[src/can_wake_pkg.sv]
/*
 * shared constants, encodings and carriers for the transceiver mode and
 * wake block. assumes a 50 MHz ref_clk; timing figures are in ns and the
 * cycle counts are derived from them here.
 */
package can_wake_pkg;

    // clock rate
    localparam int CLK_MHZ = 50;

    // timing figures in ns (plain defaults, tune to the real part)
    localparam int WAKE_MIN_NS = 500;
    localparam int WAKE_MAX_NS = 1800;
    localparam int EN_DELAY_NS = 20000;

    // least times round up, longest times round down
    localparam int WAKE_MIN_CYC = (WAKE_MIN_NS * CLK_MHZ + 999) / 1000;
    localparam int WAKE_MAX_CYC = (WAKE_MAX_NS * CLK_MHZ) / 1000;
    localparam int EN_DELAY_CYC = (EN_DELAY_NS * CLK_MHZ + 999) / 1000;

    // width of the phase and enable counters
    localparam int CNT_W = 12;

    // bus levels as seen on the digital pins
    localparam logic BUS_DOMINANT = 1'h0;
    localparam logic BUS_RECESSIVE = 1'h1;

    // transceiver mode field codes
    typedef enum logic [1:0] {
        XM_OFF = 2'h0,
        XM_WAKE = 2'h1,
        XM_RXONLY = 2'h2,
        XM_NORMAL = 2'h3
    } xcvr_mode_e;

    localparam xcvr_mode_e RESET_MODE = XM_OFF;

    // device operating modes as reported by the mode controller
    typedef enum logic [2:0] {
        DM_NORMAL = 3'h0,
        DM_STOP = 3'h1,
        DM_SLEEP = 3'h2,
        DM_RESTART = 3'h3,
        DM_FAILSAFE = 3'h4
    } dev_mode_e;

    // one-cycle mode write from the serial interface decoder
    typedef struct packed {
        logic valid;
        xcvr_mode_e mode;
    } mode_cmd_s;

    // record of one bus wake-up
    typedef struct packed {
        dev_mode_e dev_mode;
        logic int_raised;
        logic restart_raised;
    } wake_rec_s;

endpackage

[src/wake_event_buffer.sv]
/*
 * two-entry buffer with valid/ready on both sides.
 * assumes one clock and a synchronous active-high reset.
 */
`timescale 1ns/1ps
module wake_event_buffer #(
    parameter int W = 8
) (
    // clock and reset
    input wire logic ref_clk,
    input wire logic rst,
    // filling side
    input wire logic in_valid,
    output logic in_ready,
    input wire logic [W-1:0] in_data,
    // draining side
    output logic out_valid,
    input wire logic out_ready,
    output logic [W-1:0] out_data
);

    typedef struct packed {
        logic [W-1:0] d0;
        logic [W-1:0] d1;
        logic v0;
        logic v1;
    } buf_state_s;

    buf_state_s s_reg;
    buf_state_s s_next;

    // full only when the second slot is taken
    assign in_ready = !s_reg.v1;
    assign out_valid = s_reg.v0;
    assign out_data = s_reg.d0;

    always_comb begin
        s_next = s_reg;
        if (s_reg.v0 && out_ready) begin
            s_next.d0 = s_reg.d1;
            s_next.v0 = s_reg.v1;
            s_next.v1 = 1'b0;
        end
        // push uses the pre-pop ready so a full buffer never overwrites
        if (in_valid && !s_reg.v1) begin
            if (!s_next.v0) begin
                s_next.d0 = in_data;
                s_next.v0 = 1'b1;
            end else begin
                s_next.d1 = in_data;
                s_next.v1 = 1'b1;
            end
        end
    end

    always_ff @(posedge ref_clk) begin
        if (rst) begin
            s_reg <= '0;
        end else begin
            s_reg <= s_next;
        end
    end

endmodule

[src/can_transceiver_mode_wake.sv]
/*
 * transceiver mode control, tx enable delay and bus wake pattern detection.
 * assumes the mode command and device mode come from logic on ref_clk;
 * bus_tx_input and bus_rx_diff are pins and are synchronised here.
 */
`timescale 1ns/1ps
module can_transceiver_mode_wake #(
    parameter int WAKE_MIN = can_wake_pkg::WAKE_MIN_CYC,
    parameter int WAKE_MAX = can_wake_pkg::WAKE_MAX_CYC,
    parameter int EN_DELAY = can_wake_pkg::EN_DELAY_CYC
) (
    // clock and reset
    input wire logic ref_clk,
    input wire logic rst,
    // mode control
    input can_wake_pkg::mode_cmd_s mode_cmd,
    input can_wake_pkg::dev_mode_e dev_mode,
    output can_wake_pkg::xcvr_mode_e mode_status,
    output logic restart_req,
    output logic interrupt_out_n,
    // controller and bus side pins
    input wire logic bus_tx_input,
    input wire logic bus_rx_diff,
    output logic bus_rx_output,
    output logic bus_driver_en,
    output logic bus_drive_dominant,
    // wake records toward the status logic
    output logic wake_valid,
    input wire logic wake_ready,
    output can_wake_pkg::wake_rec_s wake_rec
);

    localparam int CW = can_wake_pkg::CNT_W;
    localparam logic [CW-1:0] WMIN = CW'(WAKE_MIN);
    localparam logic [CW-1:0] WMAX = CW'(WAKE_MAX);
    localparam logic [CW-1:0] ENDLY = CW'(EN_DELAY);
    localparam logic [CW-1:0] CNT_ONE = CW'(1);

    typedef enum {
        W_HOLD,
        W_IDLE,
        W_DOM1,
        W_REC,
        W_DOM2
    } wake_state_e;

    typedef struct packed {
        logic tx_s1;
        logic tx_s2;
        logic rx_s1;
        logic rx_s2;
        can_wake_pkg::dev_mode_e dev_prev;
        can_wake_pkg::xcvr_mode_e mode;
        wake_state_e wst;
        logic [CW-1:0] wcnt;
        logic armed;
        logic woken;
        logic int_low;
        logic [CW-1:0] en_cnt;
        logic tx_ok;
        logic drv_en;
        logic drv_dom;
        logic rx_out;
        logic int_n;
        logic restart;
        logic pend_v;
        can_wake_pkg::wake_rec_s pend;
    } top_state_s;

    localparam top_state_s RST_STATE = '{
        tx_s1: can_wake_pkg::BUS_RECESSIVE,
        tx_s2: can_wake_pkg::BUS_RECESSIVE,
        rx_s1: can_wake_pkg::BUS_RECESSIVE,
        rx_s2: can_wake_pkg::BUS_RECESSIVE,
        dev_prev: can_wake_pkg::DM_NORMAL,
        mode: can_wake_pkg::RESET_MODE,
        wst: W_HOLD,
        wcnt: '0,
        armed: 1'b1,
        woken: 1'b0,
        int_low: 1'b0,
        en_cnt: '0,
        tx_ok: 1'b0,
        drv_en: 1'b0,
        drv_dom: 1'b0,
        rx_out: can_wake_pkg::BUS_RECESSIVE,
        int_n: 1'b1,
        restart: 1'b0,
        pend_v: 1'b0,
        pend: '0
    };

    top_state_s s_reg;
    top_state_s s_next;

    logic buf_in_ready;

    wake_event_buffer #(
        .W($bits(can_wake_pkg::wake_rec_s))
    ) u_wake_buf (
        .ref_clk(ref_clk),
        .rst(rst),
        .in_valid(s_reg.pend_v),
        .in_ready(buf_in_ready),
        .in_data(s_reg.pend),
        .out_valid(wake_valid),
        .out_ready(wake_ready),
        .out_data(wake_rec)
    );

    assign mode_status = s_reg.mode;
    assign restart_req = s_reg.restart;
    assign interrupt_out_n = s_reg.int_n;
    assign bus_rx_output = s_reg.rx_out;
    assign bus_driver_en = s_reg.drv_en;
    assign bus_drive_dominant = s_reg.drv_dom;

    always_comb begin
        logic rx_dom;
        logic tx_dom;
        logic dev_chg;
        logic dev_nrm_stop;
        logic rearm;
        logic det_run;
        logic hit;
        can_wake_pkg::xcvr_mode_e m;

        s_next = s_reg;
        rx_dom = 1'b0;
        tx_dom = 1'b0;
        dev_chg = 1'b0;
        dev_nrm_stop = 1'b0;
        rearm = 1'b0;
        det_run = 1'b0;
        hit = 1'b0;
        m = s_reg.mode;

        // pins pass two flops; only the second is looked at
        s_next.tx_s1 = bus_tx_input;
        s_next.tx_s2 = s_reg.tx_s1;
        s_next.rx_s1 = bus_rx_diff;
        s_next.rx_s2 = s_reg.rx_s1;
        rx_dom = (s_reg.rx_s2 == can_wake_pkg::BUS_DOMINANT);
        tx_dom = (s_reg.tx_s2 == can_wake_pkg::BUS_DOMINANT);

        dev_chg = (dev_mode != s_reg.dev_prev);
        s_next.dev_prev = dev_mode;
        dev_nrm_stop = (dev_mode == can_wake_pkg::DM_NORMAL) ||
                       (dev_mode == can_wake_pkg::DM_STOP);
        s_next.restart = 1'b0;

        // mode commands, all but off gated by the device operating mode
        if (mode_cmd.valid) begin
            case (mode_cmd.mode)
                can_wake_pkg::XM_OFF: begin
                    m = can_wake_pkg::XM_OFF;
                end
                can_wake_pkg::XM_NORMAL, can_wake_pkg::XM_RXONLY: begin
                    if (dev_nrm_stop) begin
                        m = mode_cmd.mode;
                    end
                end
                can_wake_pkg::XM_WAKE: begin
                    if (dev_mode != can_wake_pkg::DM_FAILSAFE) begin
                        m = can_wake_pkg::XM_WAKE;
                    end
                end
                default: begin
                    m = s_reg.mode;
                end
            endcase
        end

        // leaving Normal/Stop drops an active transceiver to wake capable
        if (dev_chg && !dev_nrm_stop &&
            (m == can_wake_pkg::XM_NORMAL ||
             m == can_wake_pkg::XM_RXONLY)) begin
            m = can_wake_pkg::XM_WAKE;
        end
        // fail-safe entry overrides any command in the same cycle
        if (dev_chg && dev_mode == can_wake_pkg::DM_FAILSAFE) begin
            m = can_wake_pkg::XM_WAKE;
        end
        s_next.mode = m;

        // rearm on mode toggle or on entry to a low-power device mode
        if (m != can_wake_pkg::XM_WAKE ||
            s_reg.mode != can_wake_pkg::XM_WAKE) begin
            rearm = 1'b1;
        end
        if (dev_chg && (dev_mode == can_wake_pkg::DM_STOP ||
                        dev_mode == can_wake_pkg::DM_SLEEP ||
                        dev_mode == can_wake_pkg::DM_FAILSAFE)) begin
            rearm = 1'b1;
        end
        if (rearm) begin
            s_next.armed = 1'b1;
            s_next.woken = 1'b0;
            s_next.int_low = 1'b0;
        end

        // a record still waiting on the buffer stalls the detector so
        // no second wake can overwrite it
        det_run = (s_reg.mode == can_wake_pkg::XM_WAKE) && !rearm &&
                  s_reg.armed && !s_reg.pend_v;

        if (!det_run) begin
            s_next.wst = W_HOLD;
            s_next.wcnt = '0;
        end else begin
            case (s_reg.wst)
                W_HOLD: begin
                    // a pattern must open on a fresh dominant edge
                    if (!rx_dom) begin
                        s_next.wst = W_IDLE;
                    end
                end
                W_IDLE: begin
                    if (rx_dom) begin
                        s_next.wst = W_DOM1;
                        s_next.wcnt = CNT_ONE;
                    end
                end
                W_DOM1, W_DOM2: begin
                    if (rx_dom) begin
                        if (s_reg.wcnt >= WMAX) begin
                            s_next.wst = W_HOLD;
                        end else begin
                            s_next.wcnt = s_reg.wcnt + CNT_ONE;
                        end
                    end else if (s_reg.wcnt < WMIN) begin
                        s_next.wst = W_IDLE;
                    end else if (s_reg.wst == W_DOM1) begin
                        s_next.wst = W_REC;
                        s_next.wcnt = CNT_ONE;
                    end else begin
                        s_next.wst = W_IDLE;
                        hit = 1'b1;
                    end
                end
                W_REC: begin
                    if (!rx_dom) begin
                        if (s_reg.wcnt >= WMAX) begin
                            s_next.wst = W_IDLE;
                        end else begin
                            s_next.wcnt = s_reg.wcnt + CNT_ONE;
                        end
                    end else begin
                        // a short gap restarts the pattern on this edge
                        s_next.wst = (s_reg.wcnt > WMIN) ? W_DOM2 : W_DOM1;
                        s_next.wcnt = CNT_ONE;
                    end
                end
                default: begin
                    s_next.wst = W_HOLD;
                end
            endcase
        end

        // hand-off to the buffer; a new hit below wins over the clear
        if (s_reg.pend_v && buf_in_ready) begin
            s_next.pend_v = 1'b0;
        end

        // wake reaction depends on the device mode; mode field untouched
        if (hit) begin
            s_next.armed = 1'b0;
            s_next.woken = 1'b1;
            s_next.int_low = dev_nrm_stop;
            s_next.restart = (dev_mode == can_wake_pkg::DM_SLEEP) ||
                (dev_mode == can_wake_pkg::DM_FAILSAFE);
            s_next.pend_v = 1'b1;
            s_next.pend.dev_mode = dev_mode;
            s_next.pend.int_raised = dev_nrm_stop;
            s_next.pend.restart_raised = s_next.restart;
        end
        s_next.int_n = !s_next.int_low;

        // enable delay restarts on every entry to normal mode
        if (m == can_wake_pkg::XM_NORMAL &&
            s_reg.mode != can_wake_pkg::XM_NORMAL) begin
            s_next.en_cnt = '0;
            s_next.tx_ok = 1'b0;
        end else if (m == can_wake_pkg::XM_NORMAL) begin
            if (s_reg.en_cnt < ENDLY) begin
                s_next.en_cnt = s_reg.en_cnt + CNT_ONE;
            end else if (!tx_dom) begin
                // an early dominant must end before any bit goes out
                s_next.tx_ok = 1'b1;
            end
        end else begin
            s_next.en_cnt = '0;
            s_next.tx_ok = 1'b0;
        end

        // output stages; receive-only keeps the driver off
        s_next.drv_en = (m == can_wake_pkg::XM_NORMAL) &&
                        s_next.tx_ok;
        s_next.drv_dom = s_next.drv_en && tx_dom;

        case (m)
            can_wake_pkg::XM_NORMAL, can_wake_pkg::XM_RXONLY: begin
                s_next.rx_out = s_reg.rx_s2;
            end
            can_wake_pkg::XM_WAKE: begin
                s_next.rx_out = s_next.woken ? can_wake_pkg::BUS_DOMINANT
                                : can_wake_pkg::BUS_RECESSIVE;
            end
            default: begin
                s_next.rx_out = can_wake_pkg::BUS_RECESSIVE;
            end
        endcase
    end

    always_ff @(posedge ref_clk) begin
        if (rst) begin
            s_reg <= RST_STATE;
        end else begin
            s_reg <= s_next;
        end
    end

endmodule

[config.mk]
export PLATFORM = sky130hd
export DESIGN_NAME = can_transceiver_mode_wake
export DESIGN_NICKNAME = d
export VERILOG_FILES = /design/src/can_wake_pkg.sv /design/src/wake_event_buffer.sv /design/src/can_transceiver_mode_wake.sv
export SDC_FILE = /design/constraint.sdc
export NUM_CORES = 1
export LEC_CHECK = 0
export ABC_CLOCK_PERIOD_IN_PS = 2900
export CORE_MARGIN = 3
export CORE_UTILIZATION = 50
export CTS_CLUSTER_DIAMETER = 100
export DETAILED_ROUTE_END_ITERATION = 8
export DONT_BUFFER_PORTS = 1
export PLACE_DENSITY = 0.7
export SETUP_SLACK_MARGIN = 0.02
export SLEW_MARGIN = 20
export SYNTH_ARGS = -nofsm -noshare
export SYNTH_HDL_FRONTEND = slang
export SYNTH_SLANG_ARGS = --single-unit
[constraint.sdc]
create_clock -name ref_clk -period 2.9 [get_ports ref_clk]
set_clock_uncertainty 0.2 [all_clocks]
set_input_delay 0.58 -clock ref_clk [delete_from_list [all_inputs] [get_ports ref_clk]]
set_output_delay 0.58 -clock ref_clk [all_outputs]
set_load 0.05 [all_outputs]
Yosys cells after proc, flatten, opt, wreduce, memory -nomap -nowiden
Index checks and enable logic that the tools add are counted.

$add $sub $neg: 2. Bitwise gates (word level): 4. Order comparisons: 4. Multiplexer cells: 43. Equal/unequal tests: 28. Reductions and logical operators: 38.

Operators with widths (count): 44-bit 2-to-1 mux (3); 32-bit case mux with 4 select lines (1); 32-bit 2-to-1 mux (3); 32-bit by 2-bit equality test with 1-bit output (second input constant) (2); 32-bit by 3-bit equality test with 1-bit output (second input constant) (2); 12-bit 2-to-1 mux (4); 12-bit case mux with 3 select lines (1); 32-bit by 1-bit equality test with 1-bit output (second input constant) (1); 32-bit zero test (1); 12-bit by 1-bit adder with 12-bit output (second input constant) (2); 2-bit 2-to-1 mux (8); 5-bit 2-to-1 mux (3); 3-bit inequality test (second input constant) (5); 1-bit 2-to-1 mux (14); 2-bit equality test (second input constant) (6); 12-bit by 7-bit >= comparator with 1-bit output (second input constant) (1); 12-bit by 5-bit > comparator with 1-bit output (second input constant) (1); 1-bit logical AND (12); 12-bit by 10-bit < comparator with 1-bit output (second input constant) (1); 12-bit by 5-bit < comparator with 1-bit output (second input constant) (1); 2-bit OR reduction (5); 3-bit 2-to-1 mux (3); 4-bit AND reduction (2); 2-bit by 1-bit equality test with 1-bit output (second input constant) (3); 18 further kinds (34).

Bits in registers: 92. Bits of input ports: 11. Output and inout port bits: 13.

Depth between registers and ports, before layout
Gate-level depths: netlist of the first run.

Depth in word-level cells: 22. Mapped depth: 9. Gate-level depth less buffers: 8.

Cells and area by module
From an unflattened synthesis of the first run, not the netlist that was laid out.

Cell total of the unflattened synthesis: 337. Area total of the unflattened synthesis: 3019.1 um^2.

By module, submodules not included: can_transceiver_mode_wake (area an instance 2451.1 um^2, times used 1, sequential area each 1021.0 um^2, cells an instance 275); wake_event_buffer (area an instance 568.0 um^2, times used 1, sequential area each 240.2 um^2, cells an instance 62).

Worst setup path after synthesis of the first run
Ideal clock, no wire load.

Kind: input-to-reg. From: input port dev_mode[1]. To: register s_reg (netlist bit interrupt_out_n). Arrival: 1.981 ns. Setup slack: 0.596 ns. Required time: 2.577 ns. Cell stages on the path: 7. Buffers on the path: 1. Cell sequence: buf_2 -> nor2_1 -> a21oi_1 -> a311o_1 -> o21ai_1 -> nand3b_1 -> or2_2.

Word-level cells in the longest chain between the ends: 21. Elaborated cells on any way between the ends: 35. Classes of those cells: eq/ne (8); mux (11); reduce/logical (16).

RTL lines: start, declared (RTL line can_transceiver_mode_wake.sv:17) `input can_wake_pkg::dev_mode_e dev_mode,`; 3-bit by 1-bit equality test with 1-bit output or 3-bit zero test (tied branches) (RTL line can_transceiver_mode_wake.sv:149, can_transceiver_mode_wake.sv:191, can_transceiver_mode_wake.sv:148); 1-bit logical OR (RTL line can_transceiver_mode_wake.sv:148) `dev_nrm_stop = (dev_mode == can_wake_pkg::DM_NORMAL) ||`; 2-bit 2-to-1 mux (RTL line can_transceiver_mode_wake.sv:159) `if (dev_nrm_stop) begin`; 2-bit case mux with 3 select lines (RTL line can_transceiver_mode_wake.sv:154) `case (mode_cmd.mode)`; 2-bit 2-to-1 mux (RTL line can_transceiver_mode_wake.sv:153) `if (mode_cmd.valid) begin`; 2-bit equality test (on tied branches) (RTL line can_transceiver_mode_wake.sv:176, can_transceiver_mode_wake.sv:177); 1-bit logical OR (RTL line can_transceiver_mode_wake.sv:176) `(m == can_wake_pkg::XM_NORMAL ||`; 1-bit logical AND (RTL line can_transceiver_mode_wake.sv:175) `if (dev_chg && !dev_nrm_stop &&`; [4 not listed]; 1-bit 2-to-1 mux (RTL line can_transceiver_mode_wake.sv:187) `if (m != can_wake_pkg::XM_WAKE ||`; 1-bit 2-to-1 mux (RTL line can_transceiver_mode_wake.sv:191) `if (dev_chg && (dev_mode == can_wake_pkg::DM_STOP ||`; 1-bit zero test (RTL line can_transceiver_mode_wake.sv:204) `det_run = (s_reg.mode == can_wake_pkg::XM_WAKE) && !rearm &&`; 1-bit logical AND (2 in series) (RTL line can_transceiver_mode_wake.sv:204); 1-bit logical AND (RTL line can_transceiver_mode_wake.sv:205) `s_reg.armed && !s_reg.pend_v;`; 1-bit 2-to-1 mux (RTL line can_transceiver_mode_wake.sv:207) `if (!det_run) begin`; 3-bit 2-to-1 mux * (RTL line can_transceiver_mode_wake.sv:266) `if (hit) begin`; 1-bit zero test * (RTL line can_transceiver_mode_wake.sv:277) `s_next.int_n = !s_next.int_low;`; end signal, assigned (RTL line can_transceiver_mode_wake.sv:319) `s_reg <= s_next;`; end, declared (RTL line can_transceiver_mode_wake.sv:93) `top_state_s s_reg;`.

Mark *: on every way between the ends. The rest lies on a longest branch, timed or not. The select of a mux whose other input is x is not followed. A chain may end at the register's enable or synchronous reset.

Worst setup path in the final report of the first run
From: register s_reg[27] (netlist bit). To: register s_reg[0] (netlist bit).

Word-level cells in the longest chain between the ends: 5.

RTL lines: 12-bit by 5-bit < comparator with 1-bit output (RTL line can_transceiver_mode_wake.sv:231) `end else if (s_reg.wcnt < WMIN) begin`; 1-bit 2-to-1 mux (RTL line can_transceiver_mode_wake.sv:231); 1-bit 2-to-1 mux (RTL line can_transceiver_mode_wake.sv:225) `if (rx_dom) begin`; 1-bit 2-to-1 mux (RTL line can_transceiver_mode_wake.sv:211) `case (s_reg.wst)`; 1-bit 2-to-1 mux (RTL line can_transceiver_mode_wake.sv:207).

Every way passes these cells.

==> results of run 1 <==
-- worst min-delay path by stage --
stage	from	end	slack, ns	cells after the start
final	rst	mode_status[0]	0.12	1
after global routing	rst	mode_status[0]	0.09	1
after CTS	rst	u_wake_buf.s_reg[6]	0.1	1
after detailed placement	s_next[76]	s_reg[76]	0.20	1
after global placement	s_next[76]	s_reg[76]	0.20	1
after floorplan	s_next[76]	s_reg[76]	0.19	1
-- worst reg2reg max path, cell delays in order, from the launching register on --
cell     delay (ns)
dfxtp_1        0.45
inv_1          0.10
ha_1           0.20
nor2b_4        0.13
o211a_4        0.26
nor4_4         0.46
nand2_4        0.13
or3_1          0.33
a21oi_1        0.15
-- cells by family after synthesis --
logic type	after synthesis	share of synthesized area
and+or+nand+nor	139	0.2574
DFF	63	0.4545
buffers and inverters	33	0.05635
muxes	8	0.02931
adders and majority gates	5	0.02254
AOI/OAI and AO/OA	49	0.1262
xor gates and xnor gates	17	0.05365
-- power breakdown --
part	switching (mW)	total [mW]	internal [mW]
Combinational	0.0415	0.0659	0.0245
Sequential	0.00656	0.879	0.873
Clock	0.308	0.681	0.372
Total	0.356	1.63	1.27
-- per-layer routing --
metal / vias to the layer above / global-route usage
li1: 1068 / -
met1: 929 / 0.2117
met2: 35 / 0.2930
met3: 5 / 0.08520
met4: 0 / 0.05574
met5: - / 0
-- cell usage after synthesis, types with 3 or more instances --
| library cell | number |
|---|---|
| nand4_1 | 9 |
| dfxtp_1 | 63 |
| nand2_1 | 19 |
| buf_2 | 5 |
| xor2_1 | 5 |
| a21oi_1 | 14 |
| nor3b_1 | 4 |
| xnor2_1 | 12 |
| nor2b_1 | 4 |
| inv_1 | 15 |
| buf_4 | 7 |
| ha_1 | 5 |
| nand2b_1 | 4 |
| or2_2 | 6 |
| nand3_1 | 14 |
| or3_1 | 3 |
| nor3_1 | 9 |
| o21ai_0 | 11 |
| clkbuf_1 | 6 |
| a311oi_1 | 5 |
| mux2i_1 | 7 |
| nor2_1 | 50 |
-- metrics by stage --
stage	total power, mW	cell area, sq um
3_5_place_dp	0.9641	2793
2_1_floorplan	0.9616	2775
4_1_cts	1.655	2975
5_1_grt	1.701	2975
3_3_place_gp	0.9638	2793
6_report	1.626	2975
-- cell type report --
type | instances | area [sq um] | share of cell area
multi-input combinational | 218 | 1358 | 0.4563
clock buffer | 12 | 165.2 | 0.05551
timing repair buffer | 4 | 30.03 | 0.01009
sequential | 63 | 1261 | 0.4239
clock inverter | 3 | 17.52 | 0.005887
inverter | 15 | 56.30 | 0.01892
tap | 70 | 87.58 | 0.02944
-- cell usage in the layout, fill, tap and decap left out, types with 5 or more instances in the layout --
cell type / instances
dfxtp_1: 63
nor2_1: 50
nand2_1: 19
inv_1: 15
nand3_1: 14
a21oi_1: 14
xnor2_1: 12
clkbuf_8: 12
o21ai_0: 11
nand4_1: 9
nor3_1: 9
mux2i_1: 7
or2_2: 6
a311oi_1: 5
xor2_1: 5
ha_1: 5
==> impl_metrics.toml, run 1 <==
[clocking]
clkTransAtPathRegs_ns = 0.07
ctsResizeCount = 0
postCtsHoldBufs = 0
clk_latency_ns = 0.33
postCtsSetupRepairBufs = 0
clkSinkCount = 63
cts-root-buf = "clkbuf_8"
cts_tree = "done"
clk_path_buf_depth = 2
htreeDepth = 3
cts_buffers = 9

[route]
wl_mm = 4.981
vias_per_cell = 5.291
highest_layer = "met4"
remaining_drc_errors = 0
drtIter0Drc = 90
route.met3.wl_microns = 327
wl_met1_mm = 2.331
dr_total_vias = 2037
wl_met2_mm = 2.261
drtPass1Iterations = 4
ant_nets = 0
wire_per_inst_microns = 12.94

[critical_path]
reg2reg_to = "s_reg[0]"
cp.arrival_ns = 2.53
ff2ff_path_depth = 8
cp_num_buf_inv = 1
setup.worst_path.start = "s_reg[27]"
crit_fanout = 8
crit_family = "simple AND/OR/NAND/NOR gates"
cp_num_cells = 8
crit_path_cell_trace = "inv_1 > ha_1 > nor2b_4 > o211a_4 > nor4_4 > nand2_4 > or3_1 > a21oi_1"
cp-endpoint = "s_reg[0]"
r2r_start = "s_reg[27]"
end_kind = "register"
reg2reg_setup_slack_ns = 0.43
worst_setup_path_start_kind = "register"
worstSetupPathType = "reg -> reg"
slowest_delay_ns = 0.46
cp_slowest_cell = "nor4_4"
required_ns = 2.95

[logic_synthesis]
synthFlopType = "dfxtp_1"
yosysUniqueCellTypes = 52
synth_largest_area_cell = "dfxtp_1"
synth_top_area_share = 0.4545
ys_async_sr_fraction = 0
syn-instance-count = 314
ys_ff_latch = 63
synth_area_leaders = "dfxtp_1 45%, nor2_1 6.8%, xnor2_1 3.8%"
synth_nets = 330
avgSynthCellArea_sq_um = 8.838
syn_area_sq_um = 2775
synth-edff-count = 0
yosysSeqAreaShare = 0.4545
synth.yosys.warnings = 0

[timing]
tightestPinTransition_ns = 0.6206
post-route-period-util = 0.8524
rsz0062_at_grt = "no"
finalHoldViolations = 0
slew-limit-headroom = 0.5847
fin_ws_ns = 0.4279
finalSetupViolCount = 0
final.setup.tns_ns = 0
finalCriticalPeriod_ns = 2.472
max_freq_mhz = 404.5
holdWs_ns = 0.1177
report.final.slew_viol_count = 0

[final_layout]
nNetsFinal = 327
fin_cells = 385
syn_to_final_growth_pct = 7.214
largest_reg_flops = 42
fillers = 479
antenna_cells = 0
drive_gt1_frac = 0.1238
fin_util = 0.5681

[global_route]
antenna_found_initial = 0
track_usage = 0.1811
overflow = 0
grt_pass1_vias = 2035
grt_pass1_wl_mm = 9.128
grt_max_degree = 30

[die]
dieWidth_microns = 80.50
die_area_sq_um = 6480
rows = 26
die_height_microns = 80.50
initial_core_util = 0.5299
core_sq_um = 5238
pin_count = 24

[power_and_ir_drop]
p_leak_nw = 1.022
vdd.ir_drop.worst_v = 0.0003453
powerDensity_nw_per_um2 = 546.4

[min_path]
hold_class = "in -> reg"

[place]
dp_hpwl_mm = 3.576
io_buffers = 0
placed_cells = 370
gp_congestion = 0.8504
pre_cts_slack_ns = 0.4516

[outcome]
status = "complete, no violations"

[run]
maxCapViolations = 0
No activity file was read; power rests on OpenSTA's default activity.
==> run 2: changes to the inputs <==
--- a/config.mk
+++ b/config.mk
@@ -11,7 +11,7 @@
 export CTS_CLUSTER_DIAMETER = 100
 export DETAILED_ROUTE_END_ITERATION = 8
 export DONT_BUFFER_PORTS = 1
-export PLACE_DENSITY = 0.7
+export PLACE_DENSITY_LB_ADDON = 0.15
 export SETUP_SLACK_MARGIN = 0.02
 export SLEW_MARGIN = 20
 export SYNTH_ARGS = -nofsm -noshare
==> run 2 against run 1 <==
Effect of this change: setup slack got worse by 0.022 ns; worst hold slack got worse by 0.00073 ns; combinational power rose by 4.2%; first-iteration DRC count rose by 16%; critical path depth did not move; largest cell class unchanged.
==> impl_metrics.toml, run 2 (synthesis results as in run 1) <==
[critical_path]
required_ns = 2.96
worstSetupPathType = "reg -> reg"
slowest_delay_ns = 0.49
ff2ff_path_depth = 8
cp.arrival_ns = 2.55
cp_slowest_cell = "nor4_4"
end_kind = "register"
reg2reg_setup_slack_ns = 0.41
crit_fanout = 8
r2r_start = "s_reg[27]"
setup.worst_path.start = "s_reg[27]"
worst_setup_path_start_kind = "register"
reg2reg_to = "s_reg[0]"
crit_path_cell_trace = "inv_1 > ha_1 > nor2b_4 > o211a_4 > nor4_4 > nand2_4 > or3_1 > a21oi_1"

[timing]
slew-limit-headroom = 0.5705
finalHoldViolations = 0
report.final.slew_viol_count = 0
post-route-period-util = 0.8600
final.setup.tns_ns = 0
finalSetupViolCount = 0
finalCriticalPeriod_ns = 2.494
max_freq_mhz = 401.0
tightestPinTransition_ns = 0.6373
rsz0062_at_grt = "no"

[final_layout]
largest_reg_flops = 42
final_common_cell = "dfxtp_1"
fin_util = 0.5669
drive_gt1_frac = 0.1143
final_cell_mix = "63 x dfxtp_1, 50 x nor2_1, 19 x nand2_1"
stdcell_area_sq_um = 2969
fin_cells = 385
fillers = 491
antenna_cells = 0
nNetsFinal = 327
syn_to_final_growth_pct = 6.988

[clocking]
clk_path_buf_depth = 2
cts_tree = "done"
postCtsSetupRepairBufs = 0
cts_buffers = 9
cts-root-buf = "clkbuf_8"
ctsResizeCount = 0
clkTransAtPathRegs_ns = 0.07
htreeDepth = 3
clk_latency_ns = 0.33
clkSinkCount = 63
postCtsHoldBufs = 0

[route]
drtIter0Drc = 104
remaining_drc_errors = 0
wire_per_inst_microns = 13.19
drtPass1Iterations = 4
ant_nets = 0
wl_mm = 5.080
vias_per_cell = 5.299
dr_total_vias = 2040

[die]
initial_core_util = 0.5299
rows = 26
die_height_microns = 80.50
die_area_sq_um = 6480
dieWidth_microns = 80.50
pin_count = 24
core_sq_um = 5238

[power_and_ir_drop]
total_power_mw = 1.624
vdd.ir_drop.worst_v = 0.0004292
p_leak_nw = 1.018
powerDensity_nw_per_um2 = 546.8

[global_route]
overflow = 0
grt_pass1_wl_mm = 8.928
grt_max_degree = 30
track_usage = 0.1781
grt_pass1_vias = 1920
antenna_found_initial = 0

[place]
io_buffers = 0
gp_congestion = 0.8461
dp_hpwl_mm = 3.600
placed_area_sq_um = 2793
placed_cells = 370

[outcome]
status = "complete, no violations"

[min_path]
hp-start = "rst"
hold_class = "in -> reg"
hold_depth = 1
min_to = "mode_status[0]"

[run]
maxCapViolations = 0
-- run 2: routing by layer --
layer  track usage  vias to the layer above  share of wire  routed length [microns]
met3       0.04596                       11          0.053                      271
met2        0.2475                       30           0.41                     2062
met1        0.2528                      934           0.52                     2639
met5             0                        -              0                        0
met4       0.08615                        0          0.021                      107
li1              -                     1065              -                        -
-- run 2: through the flow --
step | worst slack [ns] | hold WS, ns
after global placement | 0.4709 | 0.1926
after global routing | 0.2505 | 0.09871
after floorplan | 0.5956 | 0.1895
final | 0.4060 | 0.1170
after detailed placement | 0.4424 | 0.1970
after CTS | 0.4203 | 0.09964
-- run 2: worst max path at each step --
stage	to	slack, ns	cells past startpoint
2_1_floorplan	interrupt_out_n	0.60	7
3_3_place_gp	s_reg[0]	0.47	8
3_5_place_dp	s_reg[0]	0.44	8
4_1_cts	s_reg[0]	0.42	8
5_1_grt	s_reg[0]	0.25	8
6_report	s_reg[0]	0.41	8
-- run 2: worst max-delay path: cells and delay by family, from the launching register on --
family                   cells  cell delay, ns
buffers and inverters        1            0.10
AND/OR/NAND/NOR              4            1.07
AO/OA/AOI/OAI                2            0.40
flip-flops                   1            0.45
adder cells (fa/ha/maj)      1            0.21
-- run 2: final cells by class --
cell class | count | area (sq um) | area share
repair buffers | 4 | 30.03 | 0.01011
flip-flops and latches | 63 | 1261 | 0.4248
inverters | 15 | 56.30 | 0.01896
well taps | 70 | 87.58 | 0.02950
multi-input cells | 218 | 1358 | 0.4572
clock buffers | 15 | 176.4 | 0.05942
-- run 2: where the power goes --
group | leakage (nW) | total (mW) | internal [mW] | switching, mW
clock | 0.0898 | 0.677 | 0.377 | 0.300
sequential | 0.510 | 0.878 | 0.873 | 0.00500
combinational | 0.418 | 0.0687 | 0.0245 | 0.0442
==> run 3: changes to the inputs <==
--- a/config.mk
+++ b/config.mk
@@ -11,9 +11,10 @@
 export CTS_CLUSTER_DIAMETER = 100
 export DETAILED_ROUTE_END_ITERATION = 8
 export DONT_BUFFER_PORTS = 1
+export HOLD_SLACK_MARGIN = 0.15
 export PLACE_DENSITY_LB_ADDON = 0.15
 export SETUP_SLACK_MARGIN = 0.02
-export SLEW_MARGIN = 20
+export SKIP_CTS_REPAIR_TIMING = 1
 export SYNTH_ARGS = -nofsm -noshare
 export SYNTH_HDL_FRONTEND = slang
 export SYNTH_SLANG_ARGS = --single-unit
==> run 3 against run 2 <==
Effect of this change: clock-buffer cell count did not move; final area up 1.0%; die area unchanged; power is 0.58% higher; largest power group unchanged.
==> impl_metrics.toml, run 3 (synthesis results as in run 1) <==
[clocking]
cts_tree = "done"
clkTransAtPathRegs_ns = 0.07
clkSinkCount = 63
clk_path_buf_depth = 2
htreeDepth = 3
clk_latency_ns = 0.33
cts-root-buf = "clkbuf_8"
cts_buffers = 9

[route]
wl_met2_mm = 2.110
remaining_drc_errors = 0
wire_per_inst_microns = 13.25
ant_nets = 0
highest_layer = "met4"
drtIter0Drc = 117
vias_per_cell = 5.340
drtPass1Iterations = 4
wl_mm = 5.140
route.met3.wl_microns = 280
wl_met1_mm = 2.641
dr_total_vias = 2072

[timing]
post-route-period-util = 0.8637
finalSetupViolCount = 0
finalCriticalPeriod_ns = 2.505
slew-limit-headroom = 0.3768
rsz0062_at_grt = "no"
tightestPinTransition_ns = 0.9317
max_freq_mhz = 399.2
report.final.slew_viol_count = 0
final.setup.tns_ns = 0
finalHoldViolations = 0

[die]
die_area_sq_um = 6480
dieWidth_microns = 80.50
die_height_microns = 80.50
rows = 26
core_sq_um = 5238
pin_count = 24
initial_core_util = 0.5299

[final_layout]
stdcell_area_sq_um = 2999
fillers = 489
fin_cells = 388
drive_gt1_frac = 0.1132
fin_util = 0.5726
syn_to_final_growth_pct = 8.070
largest_reg_flops = 42
final_common_cell = "dfxtp_1"
final_cell_mix = "63 x dfxtp_1, 50 x nor2_1, 19 x nand2_1"
antenna_cells = 0
nNetsFinal = 330

[critical_path]
reg2reg_setup_slack_ns = 0.40
worstSetupPathType = "reg -> reg"
ff2ff_path_depth = 8
end_kind = "register"
required_ns = 2.95
crit_fanout = 8
cp.arrival_ns = 2.55
worst_setup_path_start_kind = "register"

[global_route]
grt_pass1_wl_mm = 8.928
grt_max_degree = 30
antenna_found_initial = 0
overflow = 0
track_usage = 0.1781
grt_pass1_vias = 1920

[outcome]
status = "complete, no violations"

[power_and_ir_drop]
swShare = 0.2179
vdd.ir_drop.worst_v = 0.0004322
comb_power_share = 0.047
clkPwrFrac = 0.415
p_seq_frac = 0.538
p_switching_mw = 0.3559
p_leak_nw = 1.030
powerDensity_nw_per_um2 = 544.5
total_power_mw = 1.633
intPower_mw = 1.277

[place]
gp_congestion = 0.8461
io_buffers = 0
dp_hpwl_mm = 3.600
placed_cells = 370
placed_area_sq_um = 2793

[min_path]
hold_depth = 1
hold_class = "in -> reg"

[run]
maxCapViolations = 0
-- run 3: layout make-up --
class / count / area (sq um) / share of cell area
inverters: 15 / 56.30 / 0.01877
multi-input cells: 218 / 1358 / 0.4526
well taps: 70 / 87.58 / 0.02920
flip-flops and latches: 63 / 1261 / 0.4205
clock buffers: 15 / 176.4 / 0.05882
repair buffers: 7 / 60.06 / 0.02003
-- run 3: worst paths after layout --
| kind | startpoint | end |
|---|---|---|
| worst max-delay path | s_reg[27] | s_reg[0] |
| worst min-delay path | rst | s_reg[78] |
| worst max register to register | s_reg[27] | s_reg[0] |
| worst min register to register | s_next[78] | s_reg[78] |
-- run 3: per-stage QoR --
step | setup slack [ns] | hold slack, ns
3_3_place_gp | 0.4709 | 0.1926
5_1_grt | 0.2373 | 0.1505
6_report | 0.3953 | 0.1622
3_5_place_dp | 0.4424 | 0.1970
4_1_cts | 0.4203 | 0.09964
2_1_floorplan | 0.5956 | 0.1895
-- run 3: worst max-delay path: stages, from the launching register on --
cell and delay [ns]:
dfxtp_1 0.44, inv_1 0.10, ha_1 0.21, nor2b_4 0.13
o211a_4 0.26, nor4_4 0.49, nand2_4 0.13, or3_1 0.32
a21oi_1 0.14
-- run 3: per-layer routing --
metal  global-route usage  up-vias
met5                    0        -
met4              0.08615        0
met3              0.04596       11
met2               0.2475       35
met1               0.2528      955
li1                     -     1071
-- run 3: power by group through the flow --
stage / registers, mW / logic, mW / clock network [mW]
after global routing: 0.878 / 0.0840 / 0.737
after CTS: 0.877 / 0.0681 / 0.703
after global placement: 0.897 / 0.0678 / 0
final: 0.878 / 0.0769 / 0.678
after floorplan: 0.896 / 0.0656 / 0
after detailed placement: 0.897 / 0.0678 / 0
